==> config.mk <==
export PLATFORM = sky130hd
export DESIGN_NAME = bgp_regs
export DESIGN_NICKNAME = d
export VERILOG_FILES = /design/src/bgp_pkg.sv /design/src/bgp_chan.sv /design/src/bgp_regs.sv
export VERILOG_INCLUDE_DIRS = /design/src
export SDC_FILE = /design/constraint.sdc
export NUM_CORES = 1
export LEC_CHECK = 0
export BUFFER_PORTS_ARGS = -buffer_cell sky130_fd_sc_hd__clkbuf_2
export CELL_PAD_IN_SITES_DETAIL_PLACEMENT = 0
export CELL_PAD_IN_SITES_GLOBAL_PLACEMENT = 1
export CORE_ASPECT_RATIO = 0.7
export CORE_MARGIN = 1
export CORE_UTILIZATION = 41
export CTS_CLUSTER_SIZE = 24
export DETAILED_ROUTE_END_ITERATION = 7
export HOLD_SLACK_MARGIN = 0.1
export PLACE_DENSITY_LB_ADDON = 0.3
export SYNTH_ARGS = -nofsm -noshare
export SYNTH_HDL_FRONTEND = slang
export SYNTH_SLANG_ARGS = --single-unit
==> constraint.sdc <==
create_clock -name clk -period 2.4 [get_ports clk]
set_clock_uncertainty 0.2 [all_clocks]
set_input_delay 0.24 -clock clk [delete_from_list [all_inputs] [get_ports clk]]
set_output_delay 0.24 -clock clk [all_outputs]
set_load 0.01 [all_outputs]
==> src/bgp_params.svh <==
// Constants for the button group and polarity register block.
// Assumes inclusion by bare name from the package and the design files.
`ifndef BGP_PARAMS_SVH
`define BGP_PARAMS_SVH

// Channel count and processed data width
`define BGP_NUM_CH 4
`define BGP_DATA_W 16

// Register offsets on the serial port
`define BGP_REG_GROUP_OFS 8'h1A
`define BGP_REG_POL_OFS 8'h1C

// Reset values
`define BGP_GROUP_RST 8'h00
`define BGP_POL_RST 8'h0F
`define BGP_PIN_RST 1'b1

// Field positions inside the two registers
`define BGP_COMMON_LSB 4
`define BGP_DEFORM_LSB 0
`define BGP_PINPOL_LSB 4
`define BGP_DSIGN_LSB 0

// Serial port constants; the address is arbitrary
`define BGP_DEV_ADDR 7'h2A
`define BGP_BIT_FULL 4'h8
`define BGP_BIT_ONE 4'h1
`define BGP_BIT_ZERO 4'h0
`define BGP_UNMAPPED_RD 8'h00
`define BGP_PTR_STEP 8'h01

`endif

==> src/bgp_pkg.sv <==
// Types shared by the register block and its per-channel output stage.
// Assumes bgp_params.svh is reachable by bare name.
`include "bgp_params.svh"

package bgp_pkg;

  typedef enum logic [3:0] {
    BGP_IDLE = 4'b0000,
    BGP_ADDR = 4'b0001,
    BGP_ADDR_ACK = 4'b0010,
    BGP_PTR = 4'b0011,
    BGP_PTR_ACK = 4'b0100,
    BGP_WDATA = 4'b0101,
    BGP_WDATA_ACK = 4'b0110,
    BGP_RDATA = 4'b0111,
    BGP_RDATA_ACK = 4'b1000
  } bgp_i2c_st_e;

  typedef struct packed {
    logic press;
    logic signed [`BGP_DATA_W-1:0] freq_delta;
  } bgp_chan_in_s;

  typedef struct packed {
    logic button_pin;
    logic signed [`BGP_DATA_W-1:0] processed_value;
  } bgp_chan_out_s;

  typedef struct packed {
    logic pin_q;
    logic signed [`BGP_DATA_W-1:0] value_q;
  } bgp_chan_state_s;

  typedef struct packed {
    bgp_i2c_st_e st;
    logic [3:0] bit_cnt;
    logic [7:0] shreg;
    logic [7:0] ptr;
    logic rw;
    logic mack;
    logic sda_oe;
    logic [7:0] group_q;
    logic [7:0] pol_q;
    logic scl_s1;
    logic scl_s2;
    logic scl_p;
    logic sda_s1;
    logic sda_s2;
    logic sda_p;
  } bgp_state_s;

endpackage : bgp_pkg

==> src/bgp_chan.sv <==
// Per-channel output stage: pin polarity and data sign.
// Assumes press and frequency delta come from logic on clk.
`timescale 1ns/1ns
`include "bgp_params.svh"

module bgp_chan (
  // Clock and reset
  input wire logic clk,
  input wire logic nrst,
  // Configuration
  input wire logic pin_polarity,
  input wire logic data_sign,
  // Channel data
  input bgp_pkg::bgp_chan_in_s chan_in,
  output bgp_pkg::bgp_chan_out_s chan_out
);
  import bgp_pkg::*;

  localparam bgp_chan_state_s RST = '{pin_q: `BGP_PIN_RST, value_q: '0};

  bgp_chan_state_s st_q;
  bgp_chan_state_s st_d;

  always_comb begin
    st_d = st_q;
    // Press detection stays untouched, only the pin sense flips
    if (pin_polarity) begin
      st_d.pin_q = chan_in.press;
    end else begin
      st_d.pin_q = ~chan_in.press;
    end
    // Most negative input wraps on negation; range is one short
    if (data_sign) begin
      st_d.value_q = chan_in.freq_delta;
    end else begin
      st_d.value_q = -chan_in.freq_delta;
    end
  end

  always_ff @(posedge clk or negedge nrst) begin
    if (!nrst) begin
      st_q <= RST;
    end else begin
      st_q <= st_d;
    end
  end

  assign chan_out.button_pin = st_q.pin_q;
  assign chan_out.processed_value = st_q.value_q;

endmodule : bgp_chan

==> src/bgp_regs.sv <==
// Button group and polarity registers behind a two-wire serial slave.
// Assumes SCL and SDA arrive asynchronous; SDA is open drain, low only.
`timescale 1ns/1ns
`include "bgp_params.svh"

module bgp_regs #(
  parameter logic [6:0] DEV_ADDR = `BGP_DEV_ADDR
) (
  // Clock and reset
  input wire logic clk,
  input wire logic nrst,
  // Two-wire serial port
  input wire logic scl_in,
  input wire logic sda_in,
  output logic sda_out,
  output logic sda_oe,
  // Channel data
  input bgp_pkg::bgp_chan_in_s [`BGP_NUM_CH-1:0] chan_in,
  output bgp_pkg::bgp_chan_out_s [`BGP_NUM_CH-1:0] chan_out,
  // Group membership to the post-processing
  output logic [`BGP_NUM_CH-1:0] common_reject_member,
  output logic [`BGP_NUM_CH-1:0] deform_mitigate_member
);
  import bgp_pkg::*;

  localparam bgp_state_s RST = '{
    st: BGP_IDLE,
    bit_cnt: `BGP_BIT_ZERO,
    shreg: '0,
    ptr: '0,
    rw: 1'b0,
    mack: 1'b0,
    sda_oe: 1'b0,
    group_q: `BGP_GROUP_RST,
    pol_q: `BGP_POL_RST,
    scl_s1: 1'b1,
    scl_s2: 1'b1,
    scl_p: 1'b1,
    sda_s1: 1'b1,
    sda_s2: 1'b1,
    sda_p: 1'b1
  };

  bgp_state_s st_q;
  bgp_state_s st_d;

  logic scl_rise;
  logic scl_fall;
  logic bus_start;
  logic bus_stop;
  logic [7:0] rd_byte;

  // Whole-byte read of the two registers, unmapped reads as zero
  function automatic logic [7:0] reg_read(
    input logic [7:0] addr,
    input logic [7:0] group_v,
    input logic [7:0] pol_v
  );
    case (addr)
      `BGP_REG_GROUP_OFS: begin
        reg_read = group_v;
      end
      `BGP_REG_POL_OFS: begin
        reg_read = pol_v;
      end
      default: begin
        reg_read = `BGP_UNMAPPED_RD;
      end
    endcase
  endfunction : reg_read

  // Edges compare the second stage against the third (scl_p, sda_p)
  assign scl_rise = st_q.scl_s2 & ~st_q.scl_p;
  assign scl_fall = ~st_q.scl_s2 & st_q.scl_p;
  assign bus_start = st_q.scl_s2 & st_q.scl_p & st_q.sda_p & ~st_q.sda_s2;
  assign bus_stop = st_q.scl_s2 & st_q.scl_p & ~st_q.sda_p & st_q.sda_s2;
  assign rd_byte = reg_read(st_q.ptr, st_q.group_q, st_q.pol_q);

  always_comb begin
    st_d = st_q;
    st_d.scl_s1 = scl_in;
    st_d.scl_s2 = st_q.scl_s1;
    st_d.scl_p = st_q.scl_s2;
    st_d.sda_s1 = sda_in;
    st_d.sda_s2 = st_q.sda_s1;
    st_d.sda_p = st_q.sda_s2;

    case (st_q.st)
      BGP_IDLE: begin
        st_d.sda_oe = 1'b0;
      end

      BGP_ADDR: begin
        if (scl_rise) begin
          st_d.shreg = {st_q.shreg[6:0], st_q.sda_s2};
          st_d.bit_cnt = st_q.bit_cnt + `BGP_BIT_ONE;
        end else if (scl_fall && st_q.bit_cnt == `BGP_BIT_FULL) begin
          if (st_q.shreg[7:1] == DEV_ADDR) begin
            st_d.sda_oe = 1'b1;
            st_d.rw = st_q.shreg[0];
            st_d.st = BGP_ADDR_ACK;
          end else begin
            // Not our address: stay off the bus until the next start
            st_d.st = BGP_IDLE;
          end
        end
      end

      BGP_ADDR_ACK: begin
        if (scl_fall) begin
          st_d.bit_cnt = `BGP_BIT_ZERO;
          if (st_q.rw) begin
            st_d.sda_oe = ~rd_byte[7];
            st_d.shreg = {rd_byte[6:0], 1'b0};
            st_d.bit_cnt = `BGP_BIT_ONE;
            st_d.ptr = st_q.ptr + `BGP_PTR_STEP;
            st_d.st = BGP_RDATA;
          end else begin
            st_d.sda_oe = 1'b0;
            st_d.st = BGP_PTR;
          end
        end
      end

      BGP_PTR: begin
        if (scl_rise) begin
          st_d.shreg = {st_q.shreg[6:0], st_q.sda_s2};
          st_d.bit_cnt = st_q.bit_cnt + `BGP_BIT_ONE;
        end else if (scl_fall && st_q.bit_cnt == `BGP_BIT_FULL) begin
          st_d.ptr = st_q.shreg;
          st_d.sda_oe = 1'b1;
          st_d.st = BGP_PTR_ACK;
        end
      end

      BGP_PTR_ACK: begin
        if (scl_fall) begin
          st_d.sda_oe = 1'b0;
          st_d.bit_cnt = `BGP_BIT_ZERO;
          st_d.st = BGP_WDATA;
        end
      end

      BGP_WDATA: begin
        if (scl_rise) begin
          st_d.shreg = {st_q.shreg[6:0], st_q.sda_s2};
          st_d.bit_cnt = st_q.bit_cnt + `BGP_BIT_ONE;
        end else if (scl_fall && st_q.bit_cnt == `BGP_BIT_FULL) begin
          // Whole byte only; unmapped writes are acknowledged and dropped
          case (st_q.ptr)
            `BGP_REG_GROUP_OFS: begin
              st_d.group_q = st_q.shreg;
            end
            `BGP_REG_POL_OFS: begin
              st_d.pol_q = st_q.shreg;
            end
            default: begin
              st_d.group_q = st_q.group_q;
            end
          endcase
          st_d.ptr = st_q.ptr + `BGP_PTR_STEP;
          st_d.sda_oe = 1'b1;
          st_d.st = BGP_WDATA_ACK;
        end
      end

      BGP_WDATA_ACK: begin
        if (scl_fall) begin
          st_d.sda_oe = 1'b0;
          st_d.bit_cnt = `BGP_BIT_ZERO;
          st_d.st = BGP_WDATA;
        end
      end

      BGP_RDATA: begin
        if (scl_fall) begin
          if (st_q.bit_cnt == `BGP_BIT_FULL) begin
            // Release SDA for the master's acknowledge
            st_d.sda_oe = 1'b0;
            st_d.st = BGP_RDATA_ACK;
          end else begin
            st_d.sda_oe = ~st_q.shreg[7];
            st_d.shreg = {st_q.shreg[6:0], 1'b0};
            st_d.bit_cnt = st_q.bit_cnt + `BGP_BIT_ONE;
          end
        end
      end

      BGP_RDATA_ACK: begin
        if (scl_rise) begin
          st_d.mack = ~st_q.sda_s2;
        end else if (scl_fall) begin
          if (st_q.mack) begin
            // Reads have no side effect beyond the pointer step
            st_d.sda_oe = ~rd_byte[7];
            st_d.shreg = {rd_byte[6:0], 1'b0};
            st_d.bit_cnt = `BGP_BIT_ONE;
            st_d.ptr = st_q.ptr + `BGP_PTR_STEP;
            st_d.st = BGP_RDATA;
          end else begin
            st_d.st = BGP_IDLE;
          end
        end
      end

      default: begin
        st_d.sda_oe = 1'b0;
        st_d.st = BGP_IDLE;
      end
    endcase

    // Start and stop override any byte in flight
    if (bus_stop) begin
      st_d.sda_oe = 1'b0;
      st_d.st = BGP_IDLE;
    end else if (bus_start) begin
      st_d.sda_oe = 1'b0;
      st_d.bit_cnt = `BGP_BIT_ZERO;
      st_d.st = BGP_ADDR;
    end
  end

  // Registers come up with no group member and pins active low
  always_ff @(posedge clk or negedge nrst) begin
    if (!nrst) begin
      st_q <= RST;
    end else begin
      st_q <= st_d;
    end
  end

  // Open drain: only ever pulls low
  assign sda_out = 1'b0;
  assign sda_oe = st_q.sda_oe;

  // Membership bits go straight from the flops to the group logic
  assign common_reject_member = st_q.group_q[`BGP_COMMON_LSB +: `BGP_NUM_CH];
  assign deform_mitigate_member = st_q.group_q[`BGP_DEFORM_LSB +: `BGP_NUM_CH];

  genvar ch;
  generate
    for (ch = 0; ch < `BGP_NUM_CH; ch = ch + 1) begin : g_chan
      bgp_chan u_chan (
        .clk(clk),
        .nrst(nrst),
        .pin_polarity(st_q.pol_q[`BGP_PINPOL_LSB + ch]),
        .data_sign(st_q.pol_q[`BGP_DSIGN_LSB + ch]),
        .chan_in(chan_in[ch]),
        .chan_out(chan_out[ch])
      );
    end
  endgenerate

endmodule : bgp_regs

**Word level (Yosys, flattened, before mapping)**

Index checks and enable logic that the tools add are counted.

- Multiplexer cells: 59
- Reductions and logical operators: 14
- Bitwise logic cells: 18
- $add $sub $neg: 6
- Eq/ne operators: 39

Operators with widths:

| cell | number |
|---|---|
| $mux 16 | 5 |
| $mux 24 | 3 |
| $mux 8 | 8 |
| $neg 16->16 | 4 |
| $pmux 8 s4 | 2 |
| $ne 4x4->1 const B | 13 |
| $mux 17 | 3 |
| $mux 4 | 9 |
| $pmux 4 s8 | 1 |
| $reduce_and 13->1 | 2 |
| $mux 12 | 2 |
| $ne 2x2->1 const B | 11 |
| $mux 20 | 1 |
| $pmux 4 s5 | 1 |
| $mux 1 | 19 |
| $eq 4x3->1 const B | 4 |
| $eq 8x5->1 const B | 2 |
| $pmux 8 s2 | 1 |
| $reduce_and 4->1 | 3 |
| $not 1->1 | 11 |
| $reduce_and 10->1 | 1 |
| $reduce_and 9->1 | 1 |
| $add 8x1->8 const B | 1 |
| $eq 4x2->1 const B | 2 |
| 17 further kinds | 26 |

- Bits of input ports: 72
- Flip-flop bits (word level): 117
- Logic and storage cells: 159
- Output and inout port bits: 78

**Logic depth before layout (Yosys ltp)**

Gate-level depths: netlist of run 1.

- Word-level depth: 9
- Mapped depth: 8
- Gate-level depth less buffers: 7

**Hierarchy**

Synthesis of run 1 repeated with hierarchy kept, for this count alone.

- Cells, all modules: 614
- Area total of the unflattened synthesis: 6,329.8 sq um

Modules (own cells, without submodules):

| module | sequential area each (sq um) | area each (sq um) | times used | cells an instance |
|---|---|---|---|---|
| bgp_regs | 1,238.7 | 2,932.8 | 1 | 307 |
| bgp_chan at g_chan[0].u_chan ... | 426.7 | 875.8 | 3 | 80 |
| bgp_chan at g_chan[3].u_chan | 426.7 | 769.5 | 1 | 67 |

**Least setup slack after synthesis of run 1**

Ideal clock, no wire load.

- Kind: reg2reg
- Start: reg st_q, in the netlist st_d[3]
- End: reg st_q[46] in the netlist's numbering
- Setup time: 0.125 ns
- Path buffers: 1
- Data arrival time: 1.812 ns
- Clock period less this slack: 2.137 ns
- Stages on the path, launching flop included: 6
- Required time: 2.075 ns
- Setup slack: 0.263 ns
- Cell sequence: dfstp_2 buf_2 nand3_1 a22o_1 a221oi_2 mux2_4

- Cells in the longest elaborated chain, start to end: 5
- Elaborated cells between the ends (all ways): 25
- Classes of those cells: eq/ne (13); mux (2); bitwise (8); reduce/logical (2)

RTL lines:

| what | RTL line | text |
|---|---|---|
| start: declaration | bgp_regs.sv:44 | `bgp_state_s st_q;` |
| start signal: assignment | bgp_regs.sv:228 | `st_q <= st_d;` |
| $and 1x1->1 or $not 1->1 (tied branches) | bgp_regs.sv:75, bgp_regs.sv:76, bgp_regs.sv:74 |  |
| $and 1x1->1 (on tied branches) | bgp_regs.sv:75, bgp_regs.sv:74, bgp_regs.sv:76 |  |
| $and 1x1->1 (tied with other cells) | bgp_regs.sv:75 | `assign bus_start = st_q.scl_s2 & st_q.scl_p & st_q.sda_p & ~st_q.sda_s2;` |
| $ne 4x4->1 (no source line) (tied with other cells) | - |  |
| $reduce_and 13->1 (no source line) or $mux 4 (tied branches) | - |  |

Several ways; a longest one is shown, not always the timed one.
A chain may end at the register's enable or synchronous reset.

==> flow_summary.ini, run 1 <==
[global_route]
antenna_found_initial = 0
grt_max_degree = 34
grt_first_pass_wirelength_um = 26880
grt-ovfl-total = 0
grt_pass1_vias = 5392
grt_usage_pct = 22.41

[drt]
vias_per_cell = 5.159
vias = 5355
routedWlPerCell_um = 15.99
drt_iter0_drc = 287
detail-route-antenna-nets = 0
drc_errors = 0
dr.pass1.iters = 5
wl_um = 16600

[worst_setup_path]
r2r_slack_ns = 0.15
path_buf_inv = 3
startpoint_type = input pin
cp_slowest_cell = dlygate4sd3_1
slowest_delay_ns = 0.55
critPathMostFrequentCell = dlygate4sd3_1
reg2reg_from = st_q[47]
critical_path_depth = 7
worstSetupEndpointType = register
path_class = input pin to register
crit_family = buffers and inverters
crit_required_ns = 2.49
worstRegToRegCells = 5
critPathMaxFanout = 4
worstPathCellList = dlygate4sd3_1 -> clkbuf_2 -> or4_1 -> nor3_2 -> a21oi_1 -> xor2_1 -> dlygate4sd3_1
crit_arrival_ns = 2.38
worstReg2RegEnd = st_q[35]

[place]
dp_slack_ns = 0.03386
hpwl_um = 11600
place_congestion = 0.9468
io_buffers = 148

[synthesis]
synth_flop_cell = dfrtp_1
syn_area_per_cell_um2 = 10.52
synth_edf_count = 0
async_flop_share_pct = 100.0
syn_nets = 656
yosysSeqAreaShare_pct = 48.71
synthCells = 575
netlist_area_um2 = 6047
synthDistinctLibCells = 68
synth-seq-cells = 117
ys_warn_count = 0

[die]
initial_core_util_pct = 42.75
io-pin-count = 150
dieArea_um2 = 15250
die_x_um = 147.2
core_area_um2 = 14140
die_height_um = 103.6
rows = 36

[outcome]
status = completed

[sta]
relSlewSlack_pct = 64.50
hold_violations = 0
fmax_mhz = 437.1
fin_setup_tns_ns = 0
final.setup.worst_slack_ns = 0.1120
min_period_ns = 2.288
grt_setup_unrepaired = no
whs_ns = 0.1134
finalMaxSlewViolations = 0
setup_viol = 0
period_share_pct = 95.33
worstMarginPinSlew_ns = 0.5251

[final_layout]
drive_gt1_share_pct = 32.67
synthToLayoutAreaGrowth_pct = 42.19
num-fill-cells = 1161
n_antenna_cell = 0
nNetsFinal = 916
utilization_pct = 60.79

[clocking]
clock_path_buffers = 2
cts_tree = done
htreeDepth = 4
cts_made_buffers = 17
clkSinkCount = 117
clk_latency_ns = 0.41
path_clk_slew_ns = 0.06
post-cts-setup-buffers = 0
clock-root-buffer = clkbuf_16

[pwr]
total_power_mw = 5.335
vdd_drop_max_mv = 0.4785
powerDensity_nw_per_um2 = 620.5
leakage_nw = 3.899

[worst_hold_path]
min_path_type = input pin to asynchronous set/reset pin

[run]
maxCapViolCount = 0
cells in the mapped netlist (10+ instances only):
| master | instances | share of area, % |
|---|---|---|
| a21oi_1 | 45 | 3.7 |
| a22o_1 | 16 | 2.3 |
| buf_4 | 10 | 1.2 |
| dfrtp_1 | 103 | 43 |
| dfstp_2 | 14 | 6.1 |
| inv_1 | 34 | 2.1 |
| mux2_2 | 27 | 5.0 |
| nand2_1 | 19 | 1.2 |
| nor2_1 | 59 | 3.7 |
| nor3_1 | 15 | 1.2 |
| o21ai_0 | 10 | 0.83 |
| xnor2_1 | 20 | 2.9 |
| xor2_1 | 42 | 6.1 |
power by group:
part           switching (mW)  internal (mW)
registers              0.0655           2.09
clock network           0.912           1.45
logic                   0.423          0.401
total                    1.40           3.93
worst register-to-register path, stage by stage, from the launching register on:
cell and delay, ns:
dfrtp_1 0.42, or4b_1 0.64, o22ai_2 0.25, nor2_1 0.10, o21ai_4 0.14, mux2_2 0.38
what timing repair did:
action                                  CTS  global route
hold buffers                             89             0
endpoints found under the hold margin   175             0
resized for setup                         0             5
endpoints found under the setup margin    0            10
sequential cells by signal, summed over array words and instances, names as in the netlist:
name and flops:
common_reject_member 4, deform_mitigate_member 4, g_chan.u_chan.chan_out 68, sda_oe 1
st_d 4, st_q 36
worst max path at each step:
| stage | from | end | slack, ns |
|---|---|---|---|
| 2_1_floorplan | st_d[3] | st_q[46] | 0.26 |
| 3_3_place_gp | st_q[48] | st_q[32] | 0.10 |
| 3_5_place_dp | st_q[48] | st_q[29] | 0.03 |
| 4_1_cts | chan_in[34] | g_chan[2].u_chan.chan_out[9] | 0.02 |
| 5_1_grt | chan_in[34] | g_chan[2].u_chan.chan_out[9] | 0.005 |
| 6_report | chan_in[34] | g_chan[2].u_chan.chan_out[9] | 0.11 |
layer usage:
metal	up-vias	wire length (um)	global-route usage, %
met5	-	0	0
met2	210	7459	34.94
met4	0	239	5.891
met1	2574	7553	29.77
li1	2552	-	-
met3	19	1349	7.489
cells in the final DEF, fill, tap and decap left out, types with 10 or more instances in the layout:
cell type	netlist	routed
dlygate4sd3_1	0	89
clkbuf_2	0	147
a22o_1	16	16
nand2_1	19	19
dfstp_2	14	14
xnor2_1	20	20
dfrtp_1	103	103
mux2_2	27	27
nor2_1	59	59
inv_1	34	34
nor3_1	15	14
o21ai_0	10	10
buf_4	10	35
clkbuf_16	0	17
xor2_1	42	42
a21oi_1	45	45
kinds of logic after synthesis:
group	synth area share, %
xor+xnor	8.980
buf+inv	5.504
compound gates	14.01
other cells	0.06201
flops	48.71
fa+ha+maj	2.028
simple gates	14.92
mux	5.793
layout make-up:
cell class / instances / area [um^2] / share of cell area, %
timing repair buffer: 273 / 1929 / 22.44
tap: 190 / 237.7 / 2.765
clock buffer: 20 / 446.7 / 5.195
multi-input combinational: 392 / 2805 / 32.63
inverter: 34 / 127.6 / 1.484
clock inverter: 12 / 106.4 / 1.237
sequential: 117 / 2945 / 34.25
stage by stage:
step	instances	instance area [um^2]
2_1_floorplan	575	6047
3_3_place_gp	917	7118
3_5_place_dp	917	7118
4_1_cts	1038	8562
5_1_grt	1038	8598
6_report	1038	8598
Power figures use the tool's default switching activity.
==> inputs of run 2 (changes only) <==
--- a/config.mk
+++ b/config.mk
@@ -7,11 +7,9 @@
 export NUM_CORES = 1
 export LEC_CHECK = 0
 export BUFFER_PORTS_ARGS = -buffer_cell sky130_fd_sc_hd__clkbuf_2
-export CELL_PAD_IN_SITES_DETAIL_PLACEMENT = 0
-export CELL_PAD_IN_SITES_GLOBAL_PLACEMENT = 1
 export CORE_ASPECT_RATIO = 0.7
 export CORE_MARGIN = 1
-export CORE_UTILIZATION = 41
+export CORE_UTILIZATION = 45
 export CTS_CLUSTER_SIZE = 24
 export DETAILED_ROUTE_END_ITERATION = 7
 export HOLD_SLACK_MARGIN = 0.1
==> flow_summary.ini, run 2 (synthesis gave the netlist of run 1 again) <==
[worst_setup_path]
crit_arrival_ns = 2.41
slowest_delay_ns = 0.55
path_buf_inv = 4
critPathMostFrequentCell = dlygate4sd3_1
crit_family = buffers and inverters
startpoint_type = input pin
path_class = input pin to register
r2r_slack_ns = 0.10
cp_slowest_cell = dlygate4sd3_1
critPathMaxFanout = 4
worstSetupEndpointType = register
crit_required_ns = 2.49
worstPathCellList = dlygate4sd3_1 -> clkbuf_2 -> inv_1 -> ha_1 -> a31o_2 -> o21ai_1 -> nor2_1 -> xnor2_1 -> dlygate4sd3_1

[pwr]
vdd_drop_max_mv = 0.4817
powerDensity_nw_per_um2 = 636.1
leakage_nw = 3.882

[sta]
min_period_ns = 2.314
whs_ns = 0.1557
setup_viol = 0
period_share_pct = 96.43
hold_violations = 0
grt_setup_unrepaired = no
worstMarginPinSlew_ns = 0.6478
fmax_mhz = 432.1
fin_setup_tns_ns = 0
finalMaxSlewViolations = 0
relSlewSlack_pct = 56.81

[die]
die_height_um = 98.99
rows = 35
io-pin-count = 150
core_area_um2 = 13140
die_x_um = 140.6
initial_core_util_pct = 46.03
dieArea_um2 = 13910

[place]
place_area_um2 = 7030
placed_cells = 887
io_buffers = 148
hpwl_um = 11050
place_congestion = 0.9181

[final_layout]
final_cell_mix = clkbuf_2, dfrtp_1, dlygate4sd3_1, nor2_1, a21oi_1
final_cell_area_um2 = 8524
multi_input_area_um2 = 2788
n_antenna_cell = 0
final_common_cell = clkbuf_2
drive_gt1_share_pct = 32.15
num-fill-cells = 1002
instances_no_fill = 1009
nNetsFinal = 911
synthToLayoutAreaGrowth_pct = 40.97
largest_reg_flops = 68
seq_area_um2 = 2945

[clocking]
clock_path_buffers = 2
cts_made_buffers = 17
cts_tree = done
clkSinkCount = 117
clock-root-buffer = clkbuf_16
post-cts-setup-buffers = 0
htreeDepth = 4
path_clk_slew_ns = 0.06
clk_latency_ns = 0.42

[drt]
drt_iter0_drc = 360
vias_per_cell = 5.345
wl_um = 17000
detail-route-antenna-nets = 0
dr.pass1.iters = 7
drc_errors = 0
routedWlPerCell_um = 16.85
vias = 5393

[global_route]
grt_usage_pct = 25.67
grt_max_degree = 118
grt_first_pass_wirelength_um = 27560
grt-ovfl-total = 0
antenna_found_initial = 0
grt_pass1_vias = 5450

[outcome]
status = completed

[run]
maxCapViolCount = 0

[worst_hold_path]
min_path_type = register to register
==> run 2: cell count changes in the layout (fill, tap and decap cells not counted), sizes merged <==
cell and change:
dlygate4sd3 +1, clkbuf -2, clkinv -2, inv +5
clkinvlp -1, buf -6
==> run 2: cell type report <==
| class | count | share of cell area [%] |
|---|---|---|
| clock buffer | 18 | 5.034 |
| clock inverter | 14 | 1.703 |
| inverter | 34 | 1.497 |
| multi-input combinational | 392 | 32.70 |
| sequential | 117 | 34.55 |
| tap | 166 | 2.437 |
| timing repair buffer | 268 | 22.08 |
==> run 2: where the power goes <==
group | total, mW | leakage, nW | internal [mW] | switching [mW]
clock | 2.46 | 0.272 | 1.45 | 1.01
sequential | 2.15 | 1.43 | 2.09 | 0.0677
combinational | 0.806 | 2.18 | 0.386 | 0.420
total | 5.42 | 3.88 | 3.93 | 1.50
==> run 2: per-stage QoR <==
stage	util, %	worst slack, ns	total power, mW
after floorplan	-	0.2632	2.518
after global placement	53.51	0.1461	2.842
after detailed placement	53.51	0.1578	2.858
after CTS	64.74	0.07586	5.459
after global routing	64.89	0.001166	5.646
final	64.89	0.08572	5.423
==> run 2: metal layers <==
layer	vias up	wire length [um]	track usage, %
li1	2543	-	-
met1	2607	7617	34.16
met2	230	7944	41.35
met3	13	1290	6.900
met4	0	148	7.441
met5	-	0	0
==> run 2: what timing repair did <==
action | in CTS | in global routing
setup endpoints to repair | 0 | 11
hold buffers | 90 | 0
resized for setup | 0 | 4
hold endpoints to repair | 173 | 0
==> run 2: path summary, 6_finish.rpt <==
| check | from | cells past startpoint | to |
|---|---|---|---|
| worst max-delay path | chan_in[34] | 9 | g_chan[2].u_chan.chan_out[12] |
| worst min-delay path | st_d[4] | 0 | st_d[3] |
| worst max register to register | st_q[47] | 5 | st_q[37] |
| worst min register to register | st_d[4] | 0 | st_d[3] |
| max in group asynchronous | nrst | 3 | g_chan[3].u_chan.chan_out[5] |
| min in group asynchronous | nrst | 3 | sda_oe |
==> inputs of run 3 (changes only) <==
--- a/config.mk
+++ b/config.mk
@@ -13,7 +13,7 @@
 export CTS_CLUSTER_SIZE = 24
 export DETAILED_ROUTE_END_ITERATION = 7
 export HOLD_SLACK_MARGIN = 0.1
-export PLACE_DENSITY_LB_ADDON = 0.3
+export PLACE_DENSITY = 0.69
 export SYNTH_ARGS = -nofsm -noshare
 export SYNTH_HDL_FRONTEND = slang
 export SYNTH_SLANG_ARGS = --single-unit
==> flow_summary.ini, run 3 (synthesis gave the netlist of run 1 again) <==
[outcome]
status = completed

[die]
die_height_um = 98.99
die_x_um = 140.6
initial_core_util_pct = 46.03
core_area_um2 = 13140
dieArea_um2 = 13910
rows = 35
io-pin-count = 150

[final_layout]
n_antenna_cell = 0
largest_reg_flops = 68
synthToLayoutAreaGrowth_pct = 41.75
final_common_cell = clkbuf_2
final_cell_mix = clkbuf_2, dfrtp_1, dlygate4sd3_1, nor2_1, a21oi_1
final_cell_area_um2 = 8572
nNetsFinal = 913
utilization_pct = 65.25
num-fill-cells = 1020
drive_gt1_share_pct = 32.66

[drt]
dr.pass1.iters = 5
routedWlPerCell_um = 17.25
vias = 5429
drt_iter0_drc = 432
drc_errors = 0
vias_per_cell = 5.370
wl_um = 17440
detail-route-antenna-nets = 0

[pwr]
pwr-share-seq_pct = 39.2
swShare_pct = 26.54
p_switching_mw = 1.458
p_int_mw = 4.035
vdd_drop_max_mv = 0.5672
p_comb_share_pct = 15.0
clock_power_share_pct = 45.8
powerDensity_nw_per_um2 = 640.8
leakage_nw = 3.910

[worst_setup_path]
reg2reg_from = st_q[48]
worstReg2RegEnd = st_q[43]
r2r_slack_ns = 0.09
crit_required_ns = 2.49
critPathMaxFanout = 4
worstRegToRegCells = 7
cp-endpoint = g_chan[2].u_chan.chan_out[14]
crit_arrival_ns = 2.42
path_class = input pin to register
startpoint_type = input pin
worstSetupEndpointType = register
startpoint = chan_in[34]

[global_route]
grt_pass1_vias = 5468
grt_usage_pct = 25.89
grt_first_pass_wirelength_um = 27740
grt-ovfl-total = 0
antenna_found_initial = 0
grt_max_degree = 47

[sta]
final.setup.worst_slack_ns = 0.07762
hold_violations = 0
grt_setup_unrepaired = no
setup_viol = 0
fmax_mhz = 430.6
period_share_pct = 96.77
fin_setup_tns_ns = 0
whs_ns = 0.1553
worstMarginPinSlew_ns = 0.6048
min_period_ns = 2.322
relSlewSlack_pct = 59.39
finalMaxSlewViolations = 0

[clocking]
path_clk_slew_ns = 0.06
cts_made_buffers = 17
htreeDepth = 4
clock-root-buffer = clkbuf_16
clock_path_buffers = 2
clk_latency_ns = 0.41
cts_tree = done
clkSinkCount = 117

[run]
maxCapViolCount = 0

[place]
place_congestion = 0.9080
io_buffers = 148
hpwl_um = 11220
dp_slack_ns = 0.1099
place_area_um2 = 7051

[worst_hold_path]
min_path_type = input pin to asynchronous set/reset pin
run 3: how the worst min path moves through the flow:
stage | end | startpoint | slack, ns
2_1_floorplan | common_reject_member[0] | nrst | -0.26
3_3_place_gp | sda_oe | nrst | 0.05
3_5_place_dp | sda_oe | nrst | 0.06
4_1_cts | sda_oe | nrst | 0.16
5_1_grt | st_d[0] | st_d[1] | 0.16
6_report | sda_oe | nrst | 0.16
run 3: what timing repair did:
action	4_1_cts	5_1_grt
endpoints found under the hold margin	148	0
setup endpoints to repair	0	11
resized for setup	0	4
buffers inserted	0	2
hold buffers	89	0
run 3: critical path: stages:
cell	delay [ns]
dlygate4sd3_1	0.54
clkbuf_2	0.14
inv_1	0.05
ha_1	0.22
a31o_2	0.23
o21ai_0	0.16
nor2_1	0.13
xnor2_1	0.14
dlygate4sd3_1	0.56
run 3: through the flow:
step	std cells	total power, mW
global route	1011	5.704
CTS	1009	5.514
global placement	888	2.843
finish	1011	5.493
detailed placement	888	2.864
floorplan	575	2.518
run 3: power groups by stage:
| stage | logic, mW | registers, mW | clock network (mW) |
|---|---|---|---|
| after floorplan | 0.309 | 2.21 | 0 |
| after global placement | 0.667 | 2.18 | 0 |
| after detailed placement | 0.683 | 2.18 | 0 |
| after CTS | 0.805 | 2.15 | 2.56 |
| after global routing | 0.897 | 2.16 | 2.64 |
| final | 0.824 | 2.15 | 2.52 |
run 3: final cells by class:
cell class	count	area, um^2	share of cell area [%]
Clock buffer	18	439.2	5.123
Clock inverter	14	152.6	1.781
Sequential cell	117	2945	34.36
Timing Repair Buffer	270	1907	22.24
Tap cell	166	207.7	2.423
Multi-Input combinational cell	392	2793	32.58
Inverter	34	127.6	1.489
run 3: routing by layer:
metal / routed length [um] / track usage (%) / share of wire [%] / up-vias
met5: 0 / 0 / 0 / -
met4: 351 / 10.87 / 2.0 / 0
met3: 1326 / 7.580 / 7.6 / 32
met2: 8128 / 40.77 / 47 / 251
met1: 7634 / 33.55 / 44 / 2605
li1: - / - / - / 2541
